$ cat config.mk
export PLATFORM = sky130hd
export DESIGN_NAME = slbx_core
export DESIGN_NICKNAME = d
export VERILOG_FILES = /design/src/slbx_pkg.sv /design/src/slbx_core.sv
export SDC_FILE = /design/constraint.sdc
export NUM_CORES = 1
export LEC_CHECK = 0
export ABC_AREA = 1
export BUFFER_PORTS_ARGS = -buffer_cell sky130_fd_sc_hd__buf_2
export CELL_PAD_IN_SITES_DETAIL_PLACEMENT = 1
export CELL_PAD_IN_SITES_GLOBAL_PLACEMENT = 2
export CORE_AREA = 3 3 147 149
export DETAILED_ROUTE_END_ITERATION = 12
export DIE_AREA = 0 0 150 152
export GPL_TIMING_DRIVEN = 0
export PLACE_DENSITY = 0.88
export SYNTH_ARGS = -nofsm -noshare
export SYNTH_HDL_FRONTEND = slang
export SYNTH_SLANG_ARGS = --single-unit
$ cat constraint.sdc
create_clock -name i_clk_sys -period 3.2 [get_ports i_clk_sys]
set_input_delay 0.16 -clock i_clk_sys [delete_from_list [all_inputs] [get_ports i_clk_sys]]
set_output_delay 0.16 -clock i_clk_sys [all_outputs]
set_load 0.02 [all_outputs]
$ cat src/slbx_pkg.sv
// shared constants for the stack and loop-branch execution block
package slbx_pkg;
    // ********************************
    // operation codes
    // ********************************
    localparam logic [2:0] OP_NONE = 3'h0;
    localparam logic [2:0] OP_CMP_BRANCH = 3'h1;
    localparam logic [2:0] OP_DEC_BRANCH = 3'h2;
    localparam logic [2:0] OP_PUSH = 3'h3;
    localparam logic [2:0] OP_POP = 3'h4;
    localparam logic [2:0] OP_CALL = 3'h5;
    localparam logic [2:0] OP_INTR_ENTRY = 3'h6;
    localparam logic [2:0] OP_INTR_RETURN = 3'h7;
    // ********************************
    // reset values and cycle counts
    // ********************************
    localparam logic [7:0] SP_RESET = 8'h07;
    localparam logic [15:0] PC_RESET = 16'h0000;
    localparam logic [1:0] PRIO_RESET = 2'h0;
    localparam logic [1:0] MC_TWO = 2'h2;
    // ********************************
    // execution states
    // ********************************
    typedef enum logic [2:0] {
        SLBX_IDLE = 3'h0,
        SLBX_EXEC = 3'h1,
        SLBX_WR_LO = 3'h3,
        SLBX_WR_HI = 3'h2,
        SLBX_RD_HI = 3'h6,
        SLBX_RD_LO = 3'h7
    } slbx_state_type;
endpackage : slbx_pkg

$ cat src/slbx_core.sv
// stack and operate-and-branch execution unit
`timescale 1ns/10ps
`default_nettype none
// Behaviour
// - compare-and-branch jumps only when its operands differ, else falls through.
// - carry set when first operand below second unsigned, cleared otherwise.
// - compare leaves operands untouched; only carry and program counter change.
// - decrement operand, write back, branch if nonzero, flags unchanged.
// - decrement-and-branch always takes two machine cycles.
// - both branches add signed displacement to incremented program counter.
// - push increments stack pointer then writes direct byte there.
// - push source is direct-addressed byte only.
// - pop reads byte at stack pointer, stores it, then decrements.
// - stack uses internal RAM addressing like register-indirect access.
// - call and interrupt entry push return address low then high.
// - interrupt entry stacks only the return address; prior acceptance level kept internally.
// - interrupt return pops address and restores interrupt acceptance state.
module slbx_core (
    // clock and reset
    input wire logic i_clk_sys,
    input wire logic i_reset,
    // instruction issue
    input wire logic i_start,
    input wire logic [2:0] i_op,
    input wire logic [7:0] i_opnd_a,
    input wire logic [7:0] i_opnd_b,
    input wire logic [7:0] i_rel,
    input wire logic [15:0] i_next_pc,
    input wire logic [15:0] i_target,
    input wire logic [1:0] i_intr_level,
    // internal ram read data
    input wire logic [7:0] i_ram_rdata,
    // status
    output logic o_busy,
    output logic o_done,
    output logic [15:0] o_pc,
    output logic o_carry,
    output logic o_carry_we,
    output logic [7:0] o_stack_pointer,
    output logic [1:0] o_intr_active,
    // operand write-back
    output logic o_dst_we,
    output logic [7:0] o_dst_data,
    // internal ram port
    output logic o_ram_we,
    output logic o_ram_re,
    output logic [7:0] o_ram_addr,
    output logic [7:0] o_ram_wdata
);
    // ********************************
    // helpers
    // ********************************
    function automatic logic [15:0] rel_dest(input logic [15:0] pc,
                                             input logic [7:0] rel);
        rel_dest = pc + {{8{rel[7]}}, rel};
    endfunction : rel_dest

    slbx_pkg::slbx_state_type state_reg, state_next;
    logic [2:0] op_reg;
    logic [7:0] sp_reg;
    logic [15:0] pc_reg;
    logic [15:0] ret_reg;
    logic [15:0] tgt_reg;
    logic [7:0] a_reg;
    logic [7:0] b_reg;
    logic [7:0] rel_reg;
    logic [7:0] lo_reg;
    logic [1:0] prio_reg;
    logic [1:0] prio_save_reg;
    logic [1:0] mc_reg;
    logic carry_reg;
    logic carry_we_reg;
    logic done_reg;
    logic dst_we_reg;
    logic [7:0] dst_reg;

    // ********************************
    // datapath decode
    // ********************************
    wire logic [7:0] sp_inc = sp_reg + 8'h01; // wraps
    wire logic [7:0] sp_dec = sp_reg - 8'h01; // wraps
    wire logic operands_differ = (a_reg != b_reg);
    wire logic first_below = (a_reg < b_reg);
    wire logic [7:0] dec_val = a_reg - 8'h01;
    wire logic dec_nonzero = (dec_val != 8'h00);
    wire logic [15:0] branch_dest = rel_dest(ret_reg, rel_reg);
    wire logic in_exec = (state_reg == slbx_pkg::SLBX_EXEC);
    wire logic exec_last = in_exec &&
        ((op_reg != slbx_pkg::OP_DEC_BRANCH) ||
         (mc_reg == slbx_pkg::MC_TWO - 2'h1));
    // stack uses plain ram addressing, never the register space
    wire logic push_wr = in_exec && (op_reg == slbx_pkg::OP_PUSH);
    wire logic pop_rd = in_exec && (op_reg == slbx_pkg::OP_POP);
    wire logic wr_lo = (state_reg == slbx_pkg::SLBX_WR_LO);
    wire logic wr_hi = (state_reg == slbx_pkg::SLBX_WR_HI);
    wire logic rd_hi = (state_reg == slbx_pkg::SLBX_RD_HI);
    wire logic rd_lo = (state_reg == slbx_pkg::SLBX_RD_LO);

    assign o_ram_we = push_wr || wr_lo || wr_hi;
    assign o_ram_re = pop_rd || rd_hi || rd_lo;
    // push writes at the already-advanced pointer
    assign o_ram_addr = sp_reg;
    // push takes the fetched direct byte only
    assign o_ram_wdata = push_wr ? a_reg :
                         wr_lo ? ret_reg[7:0] : ret_reg[15:8];
    assign o_busy = (state_reg != slbx_pkg::SLBX_IDLE);
    assign o_done = done_reg;
    assign o_pc = pc_reg;
    assign o_carry = carry_reg;
    assign o_carry_we = carry_we_reg;
    assign o_stack_pointer = sp_reg;
    assign o_intr_active = prio_reg;
    assign o_dst_we = dst_we_reg;
    assign o_dst_data = dst_reg;

    // ********************************
    // sequencing
    // ********************************
    always_comb begin
        state_next = state_reg;
        case (state_reg)
            slbx_pkg::SLBX_IDLE: begin
                if (i_start && i_op != slbx_pkg::OP_NONE) begin
                    state_next = slbx_pkg::SLBX_EXEC;
                end
            end
            slbx_pkg::SLBX_EXEC: begin
                if (op_reg == slbx_pkg::OP_CALL ||
                    op_reg == slbx_pkg::OP_INTR_ENTRY) begin
                    state_next = slbx_pkg::SLBX_WR_LO;
                end else if (op_reg == slbx_pkg::OP_INTR_RETURN) begin
                    state_next = slbx_pkg::SLBX_RD_HI;
                end else if (exec_last) begin
                    state_next = slbx_pkg::SLBX_IDLE;
                end
            end
            slbx_pkg::SLBX_WR_LO: state_next = slbx_pkg::SLBX_WR_HI;
            slbx_pkg::SLBX_RD_HI: state_next = slbx_pkg::SLBX_RD_LO;
            default: state_next = slbx_pkg::SLBX_IDLE;
        endcase
    end

    always_ff @(posedge i_clk_sys) begin
        if (i_reset) begin
            state_reg <= slbx_pkg::SLBX_IDLE;
            op_reg <= slbx_pkg::OP_NONE;
            sp_reg <= slbx_pkg::SP_RESET;
            pc_reg <= slbx_pkg::PC_RESET;
            ret_reg <= slbx_pkg::PC_RESET;
            tgt_reg <= slbx_pkg::PC_RESET;
            a_reg <= 8'h00;
            b_reg <= 8'h00;
            rel_reg <= 8'h00;
            lo_reg <= 8'h00;
            prio_reg <= slbx_pkg::PRIO_RESET;
            prio_save_reg <= slbx_pkg::PRIO_RESET;
            mc_reg <= 2'h0;
            carry_reg <= 1'b0;
            carry_we_reg <= 1'b0;
            done_reg <= 1'b0;
            dst_we_reg <= 1'b0;
            dst_reg <= 8'h00;
        end else begin
            state_reg <= state_next;
            done_reg <= 1'b0;
            carry_we_reg <= 1'b0;
            dst_we_reg <= 1'b0;
            if (state_reg == slbx_pkg::SLBX_IDLE && i_start &&
                i_op != slbx_pkg::OP_NONE) begin
                op_reg <= i_op;
                a_reg <= i_opnd_a;
                b_reg <= i_opnd_b;
                rel_reg <= i_rel;
                ret_reg <= i_next_pc;
                tgt_reg <= i_target;
                mc_reg <= 2'h0;
                if (i_op == slbx_pkg::OP_PUSH) begin
                    sp_reg <= sp_inc;
                end
            end
            if (in_exec) begin
                mc_reg <= mc_reg + 2'h1;
                case (op_reg)
                    slbx_pkg::OP_CMP_BRANCH: begin
                        // operands are never written back
                        carry_reg <= first_below;
                        carry_we_reg <= 1'b1;
                        pc_reg <= operands_differ ? branch_dest
                                                  : ret_reg;
                    end
                    slbx_pkg::OP_DEC_BRANCH: begin
                        if (exec_last) begin
                            // no flag write here
                            dst_reg <= dec_val;
                            dst_we_reg <= 1'b1;
                            pc_reg <= dec_nonzero ? branch_dest : ret_reg;
                        end
                    end
                    slbx_pkg::OP_PUSH: begin
                        pc_reg <= ret_reg;
                    end
                    slbx_pkg::OP_POP: begin
                        dst_reg <= i_ram_rdata;
                        dst_we_reg <= 1'b1;
                        sp_reg <= sp_dec; // after the read
                        pc_reg <= ret_reg;
                    end
                    slbx_pkg::OP_CALL, slbx_pkg::OP_INTR_ENTRY: begin
                        sp_reg <= sp_inc;
                        if (op_reg == slbx_pkg::OP_INTR_ENTRY) begin
                            // only acceptance level kept; no status saved
                            prio_save_reg <= prio_reg;
                            prio_reg <= i_intr_level;
                        end
                    end
                    default: begin
                    end
                endcase
                if (exec_last && op_reg != slbx_pkg::OP_CALL &&
                    op_reg != slbx_pkg::OP_INTR_ENTRY &&
                    op_reg != slbx_pkg::OP_INTR_RETURN) begin
                    done_reg <= 1'b1;
                end
            end
            if (wr_lo) begin
                sp_reg <= sp_inc;
            end
            if (wr_hi) begin
                pc_reg <= tgt_reg;
                done_reg <= 1'b1;
            end
            if (rd_hi) begin
                lo_reg <= i_ram_rdata;
                sp_reg <= sp_dec;
            end
            if (rd_lo) begin
                pc_reg <= {lo_reg, i_ram_rdata};
                sp_reg <= sp_dec;
                prio_reg <= prio_save_reg;
                done_reg <= 1'b1;
            end
        end
    end
endmodule : slbx_core
`default_nettype wire

# Word level (Yosys, flattened, before mapping)
# Cells that the tools add are included.
dict set report totals {
  ff_bits 112
  latchBits 0
  mem_bits_rw 0
  mem_bits_ro 0
  in_bits 72
  elab_cells 119
  memories 0
}
dict set report classes {
  add_sub_neg 5
  n_mul 0
  n_div 0
  n_lt_le_gt_ge 1
  n_eq_ne 23
  shift 0
  n_mux 36
  bitwise 1
  reduce_logical 35
}
# operator count
set op_table {}
lappend op_table {{16-bit 2-to-1 mux} 6}
lappend op_table {{8-bit 2-to-1 mux} 9}
lappend op_table {{16-bit case mux with 3 select lines} 1}
lappend op_table {{8-bit case mux with 2 select lines} 2}
lappend op_table {{3-bit equality test, second input constant} 6}
lappend op_table {{16-bit adder} 1}
lappend op_table {{8-bit by 1-bit subtractor with 8-bit output, second input constant} 2}
lappend op_table {{3-bit by 2-bit equality test with 1-bit output, second input constant} 5}
lappend op_table {{2-bit 2-to-1 mux} 6}
lappend op_table {{3-bit 2-to-1 mux} 4}
lappend op_table {{3-bit case mux with 4 select lines} 1}
lappend op_table {{3-bit AND reduction} 4}
lappend op_table {{2-bit nonzero test} 5}
lappend op_table {{1-bit logical AND} 9}
lappend op_table {{3-bit != test, second input constant} 3}
lappend op_table {{3-bit nonzero test} 3}
lappend op_table {{8-bit by 1-bit adder with 8-bit output, second input constant} 1}
lappend op_table {{8-bit < comparator} 1}
lappend op_table {{8-bit != test} 1}
lappend op_table {{8-bit nonzero test} 1}
lappend op_table {{3-bit by 1-bit equality test with 1-bit output, second input constant} 2}
lappend op_table {{1-bit logical OR} 6}
lappend op_table {{1-bit 2-to-1 mux} 6}
lappend op_table {{2-bit OR reduction} 3}
lappend op_table {{other kinds (11)} 13}

# Depth between registers and ports, before layout
dict set report logic_depth {
  ltp_word 10
  ltp_mapped 16
  depth_no_buf 16
}

# Least setup slack after synthesis
# Ideal clock, no wire load.
dict set report synth_timing {
  path_kind {reg-to-reg}
  startpoint {reg a_reg[0]}
  endpoint {reg pc_reg[1], in the netlist o_pc[1]}
  setup_ps 70
  arrival_ps 1828
  required_ps 3130
  slack_ps 1302
  stages_incl_launch_ff 15
  period_less_slack_ps 1898
  path_cell_list {dfxtp_1 > inv_1 > ha_1 > inv_1 > nor2_1 > nand3_1 > nand2_1 > nand2_1 > nor2_1 > nand3_2 > nand2_4 > buf_6 > nand2_1 > a31o_2 > a21oi_1}
}
dict set report synth_between {
  elab_chain_cells 8
  elab_cells_between_ends 10
  classes_between {add/sub: 1; eq/ne: 1; mux: 7; reduce/logical: 1}
}
# item line
set synth_lines {}
lappend synth_lines {{start: declaration} slbx_core.sv:64} ;# logic [7:0] a_reg;
lappend synth_lines {{start signal: assignment} slbx_core.sv:171} ;# a_reg <= i_opnd_a;
lappend synth_lines {{8-bit by 1-bit subtractor with 8-bit output} slbx_core.sv:84} ;# wire logic [7:0] dec_val = a_reg - 8'h01;
lappend synth_lines {{8-bit nonzero test} slbx_core.sv:85} ;# wire logic dec_nonzero = (dec_val != 8'h00);
lappend synth_lines {{16-bit 2-to-1 mux} slbx_core.sv:196} ;# pc_reg <= dec_nonzero ? branch_dest : ret_reg;
lappend synth_lines {{16-bit 2-to-1 mux} slbx_core.sv:192} ;# if (exec_last) begin
lappend synth_lines {{16-bit case mux with 3 select lines (*)} slbx_core.sv:183} ;# case (op_reg)
lappend synth_lines {{16-bit 2-to-1 mux (*)} slbx_core.sv:181} ;# if (in_exec) begin
lappend synth_lines {{16-bit 2-to-1 mux (*)} slbx_core.sv:228} ;# if (wr_hi) begin
lappend synth_lines {{16-bit 2-to-1 mux (*)} slbx_core.sv:236} ;# if (rd_lo) begin
lappend synth_lines {{end signal: assignment} slbx_core.sv:188} ;# pc_reg <= operands_differ ? branch_dest
lappend synth_lines {{end signal: assignment} slbx_core.sv:229} ;# pc_reg <= tgt_reg;
lappend synth_lines {{end signal: assignment} slbx_core.sv:237} ;# pc_reg <= {lo_reg, i_ram_rdata};
lappend synth_lines {{end: declaration} slbx_core.sv:61} ;# logic [15:0] pc_reg;
# Mark *: on every way between the ends. The rest lies on a longest branch, timed or not. The select of a mux whose other input is x is not followed.
# A chain may end at the register's enable or synchronous reset.

# Final worst setup path
dict set report layout_timing {
  startpoint {reg state_reg[0]}
  endpoint {out o_ram_wdata[6]}
}
dict set report layout_between {
  elab_chain_cells 3
  elab_cells_between_ends 5
  classes_between {eq/ne: 2; mux: 2; reduce/logical: 1}
}
# item line
set layout_lines {}
lappend layout_lines {{start: declaration} slbx_core.sv:58} ;# slbx_pkg::slbx_state_type state_reg, state_next;
lappend layout_lines {{start signal: assignment} slbx_core.sv:145} ;# state_reg <= slbx_pkg::SLBX_IDLE;
lappend layout_lines {{start signal: assignment} slbx_core.sv:164} ;# state_reg <= state_next;
lappend layout_lines {{3-bit by 2-bit equality test with 1-bit output or 3-bit by 1-bit equality test with 1-bit output (tied branches)} {slbx_core.sv:94, slbx_core.sv:87}}
lappend layout_lines {{8-bit 2-to-1 mux or 1-bit logical AND (tied branches)} {slbx_core.sv:105, slbx_core.sv:92}}
lappend layout_lines {{8-bit 2-to-1 mux (*)} slbx_core.sv:104} ;# assign o_ram_wdata = push_wr ? a_reg :
lappend layout_lines {{end: declaration} slbx_core.sv:48} ;# output logic [7:0] o_ram_wdata
# Mark *: on every way between the ends. The rest lies on a longest branch, timed or not.

==> reports/metrics.cfg <==
[synthesis]
synth_area_um2 = 6510
ys.flop_type = dfxtp_1
ys_seq_area_share_pct = 34.5
yosys_synthesis_warning_count = 0
yosys.area.top_type = dfxtp_1
syn_inst = 979
ys_seq_elements = 112
leading_cell_type_by_number_of_instances_after_synthesis = nand2_1
postSynthNetCount = 1080
synth.cells.most_frequent = 225 x nand2_1, 129 x nor2_1, 112 x dfxtp_1
synth_area_leaders = dfxtp_1 34%, nand2_1 13%, nor2_1 7.4%, o21ai_0 7.4%, a21oi_1 6.2%
synth-async-reset-ratio_pct = 0
synth_enable_flop_cells = 0
synth_top_cell_area_share_pct = 34.5
synth_area_per_cell_um2 = 6.65
yosys.cell_types.count = 47

[clock_network]
cts_sinks = 112
worstSkewPairLatency_ns = 0.36
hold_buffers = 0
cts_setup_buffers = 0
ctsResizeCount = 0
cts_root_buf = clkbuf_16
cts_made_buffers = 9
cts.reportedPaths.clkPinSlew_ns = 0.08
max-clock-path-buffers = 2
tritoncts_clock_tree = done
htree_levels = 3

[place]
dpl.cell_count = 1376
placement.setup.worst_slack_ns = 0.775
port-buffer-count = 127
gp_congestion = 0.860
dpl.hpwl_um = 19600

[timing]
worst_clock_skew_ns = 0.00977
period_minus_slack_ns = 2.58
setup_slack_ns = 0.618
hold-worst-slack_ns = 0.0526
timing_hold_violations_final = 0
final-max-slew-violation-count = 0
worst-slew-pin-transition_ns = 0.739
rsz0062_at_grt = false
max_slew_margin_pct = 50.7
fin_setup_tns_ns = 0
max_clock_freq_mhz = 387
timing.final.setup_violations = 0
final_min_period_over_clock_period_pct = 80.7

[setup_path]
maximum_fanout_along_the_worst_path = 10
worst-setup-path-type = reg2out
endpoint_arrival_time_on_the_critical_path_ns = 2.42
timing.critical_path.to_type = output port
required_ns = 3.04
worstPathCellList = inv_2, nor3_4, nand4_1, clkbuf_1, a31oi_1, buf_2
critical-path-slowest-cell = dfxtp_1
worst_setup_path_start_kind = flop
max_stage_delay_ns = 0.44

[detailed_routing]
via_per_inst = 4.94
detail_route.drc_violations = 0
avgRoutedWirePerCell_um = 17.5
detailedRoute.firstPassIterationCount = 5
final_antenna_net_count = 0
drt-total-wl_um = 24300
first_iter_violations = 424
vias = 6882

[floorplanning]
io-pin-count = 129
chipHeight_um = 152
full_die_area_um2 = 22800
core-area_um2 = 20300
die_x_um = 150
num_rows = 52
floorplan.initialDensity_pct = 32.1

[final_layout]
final.fill_count = 2678
fin_cells = 1392
num-nets-final = 1218
insertedDiodeCount = 0
final_layout_size_suffix_gt1_share_pct = 17.3
multi_input_area_um2 = 3580
regArea_um2 = 2240
area.growth.synth_to_final_pct = 19.6

[status]
run_status = complete, no violations

[global_routing]
grt_max_degree = 20
grt_pass1_wl_um = 38400
grt_use_total_pct = 21.6
number_of_global_route_vias_before_repair = 7011
grt_antenna_before_repair = 1
globalRouteOverflowTotal = 0

[power]
vdd_ir_drop_max_mv = 0.346
total_leakage_power_nw = 3.83
powerDensity_nw_per_um2 = 491

[min_path]
worst_hold_path_type = in2reg

[flow_run]
cap_viol_max_count = 0

[power breakdown]
group	leakage [nW]	total [mW]	switching (mW)	internal [mW]
clock network	0.144	1.20	0.582	0.618
logic	2.76	1.00	0.651	0.354
registers	0.918	1.62	0.119	1.50
[layout by cell type, fill, tap and decap left out, drive strengths merged]
cell and instances:
o221ai 1, and2 1, bufinv 1, xor2 12, dfxtp 112, o32ai 1
nand3 40, o211ai 10, xnor2 6, fa 1, clkinvlp 2, nand2 229
a211oi 1, ha 28, clkbuf 37, nor3 7, o2111ai 2, a21oi 82
buf 145, nand3b 2, a22oi 2, nand4 13, o21a 1, a31o 2
o31ai 1, inv 120, or2 4, a31oi 13, o22ai 4, clkinv 3
o21ai 100, nor2 139
[cell type report]
class | instances | area share, %
multi-input combinational | 702 | 46.0
timing repair buffer | 127 | 8.17
tap | 270 | 4.34
clock buffer | 9 | 2.89
clock inverter | 7 | 1.01
buffer | 46 | 3.01
inverter | 119 | 5.80
sequential | 112 | 28.8
[metal layers]
metal  share of wire (%)  routed length (µm)  GRT usage, %
met1                  48               11700          30.0
met2                  47               11400          35.5
met3                 3.8                 914          2.89
met4                 1.4                 344          5.05
met5                   0                   0             0
[logic make-up (layout without fill, tap and decap cells)]
family / count (synthesis) / count (layout) / synth area share [%]
adders and majority gates: 29 / 29 / 5.69
and+or+nand+nor: 435 / 435 / 28.1
AOI/OAI and AO/OA: 220 / 220 / 18.8
xor gates and xnor gates: 18 / 18 / 2.42
DFF: 112 / 112 / 34.5
buffers and inverters: 165 / 308 / 10.5
[critical path, delay by kind of cell (launching register included)]
family / cells / cell delay, ns
AND/OR/NAND/NOR: 2 / 0.69
flip-flops: 1 / 0.44
AO/OA/AOI/OAI: 1 / 0.27
buffers and inverters: 3 / 0.66
[final timing paths]
path / end / startpoint / cells past startpoint / slack, ns
worst max-delay path: o_ram_wdata[6] / state_reg[0]$_SDFFE_PP0P_ / 6 / 0.62
worst min-delay path: ret_reg[9]$_SDFFE_PP0P_ / i_next_pc[9] / 3 / 0.05
worst max register to register: o_pc[15]$_SDFFE_PP0P_ / a_reg[0]$_SDFFE_PP0P_ / 16 / 0.75
worst min register to register: tgt_reg[4]$_SDFFE_PP0P_ / tgt_reg[4]$_SDFFE_PP0P_ / 2 / 0.46
[per-stage QoR]
stage / total power [mW] / util [%] / area, µm²
final: 3.82 / 38.3 / 7780
after global routing: 4.05 / 38.3 / 7780
after CTS: 3.85 / 38.3 / 7780
after detailed placement: 2.66 / 36.8 / 7480
after global placement: 2.63 / 36.8 / 7480
after floorplan: 2.29 / - / 6510
(Power assumes the default switching activity.)
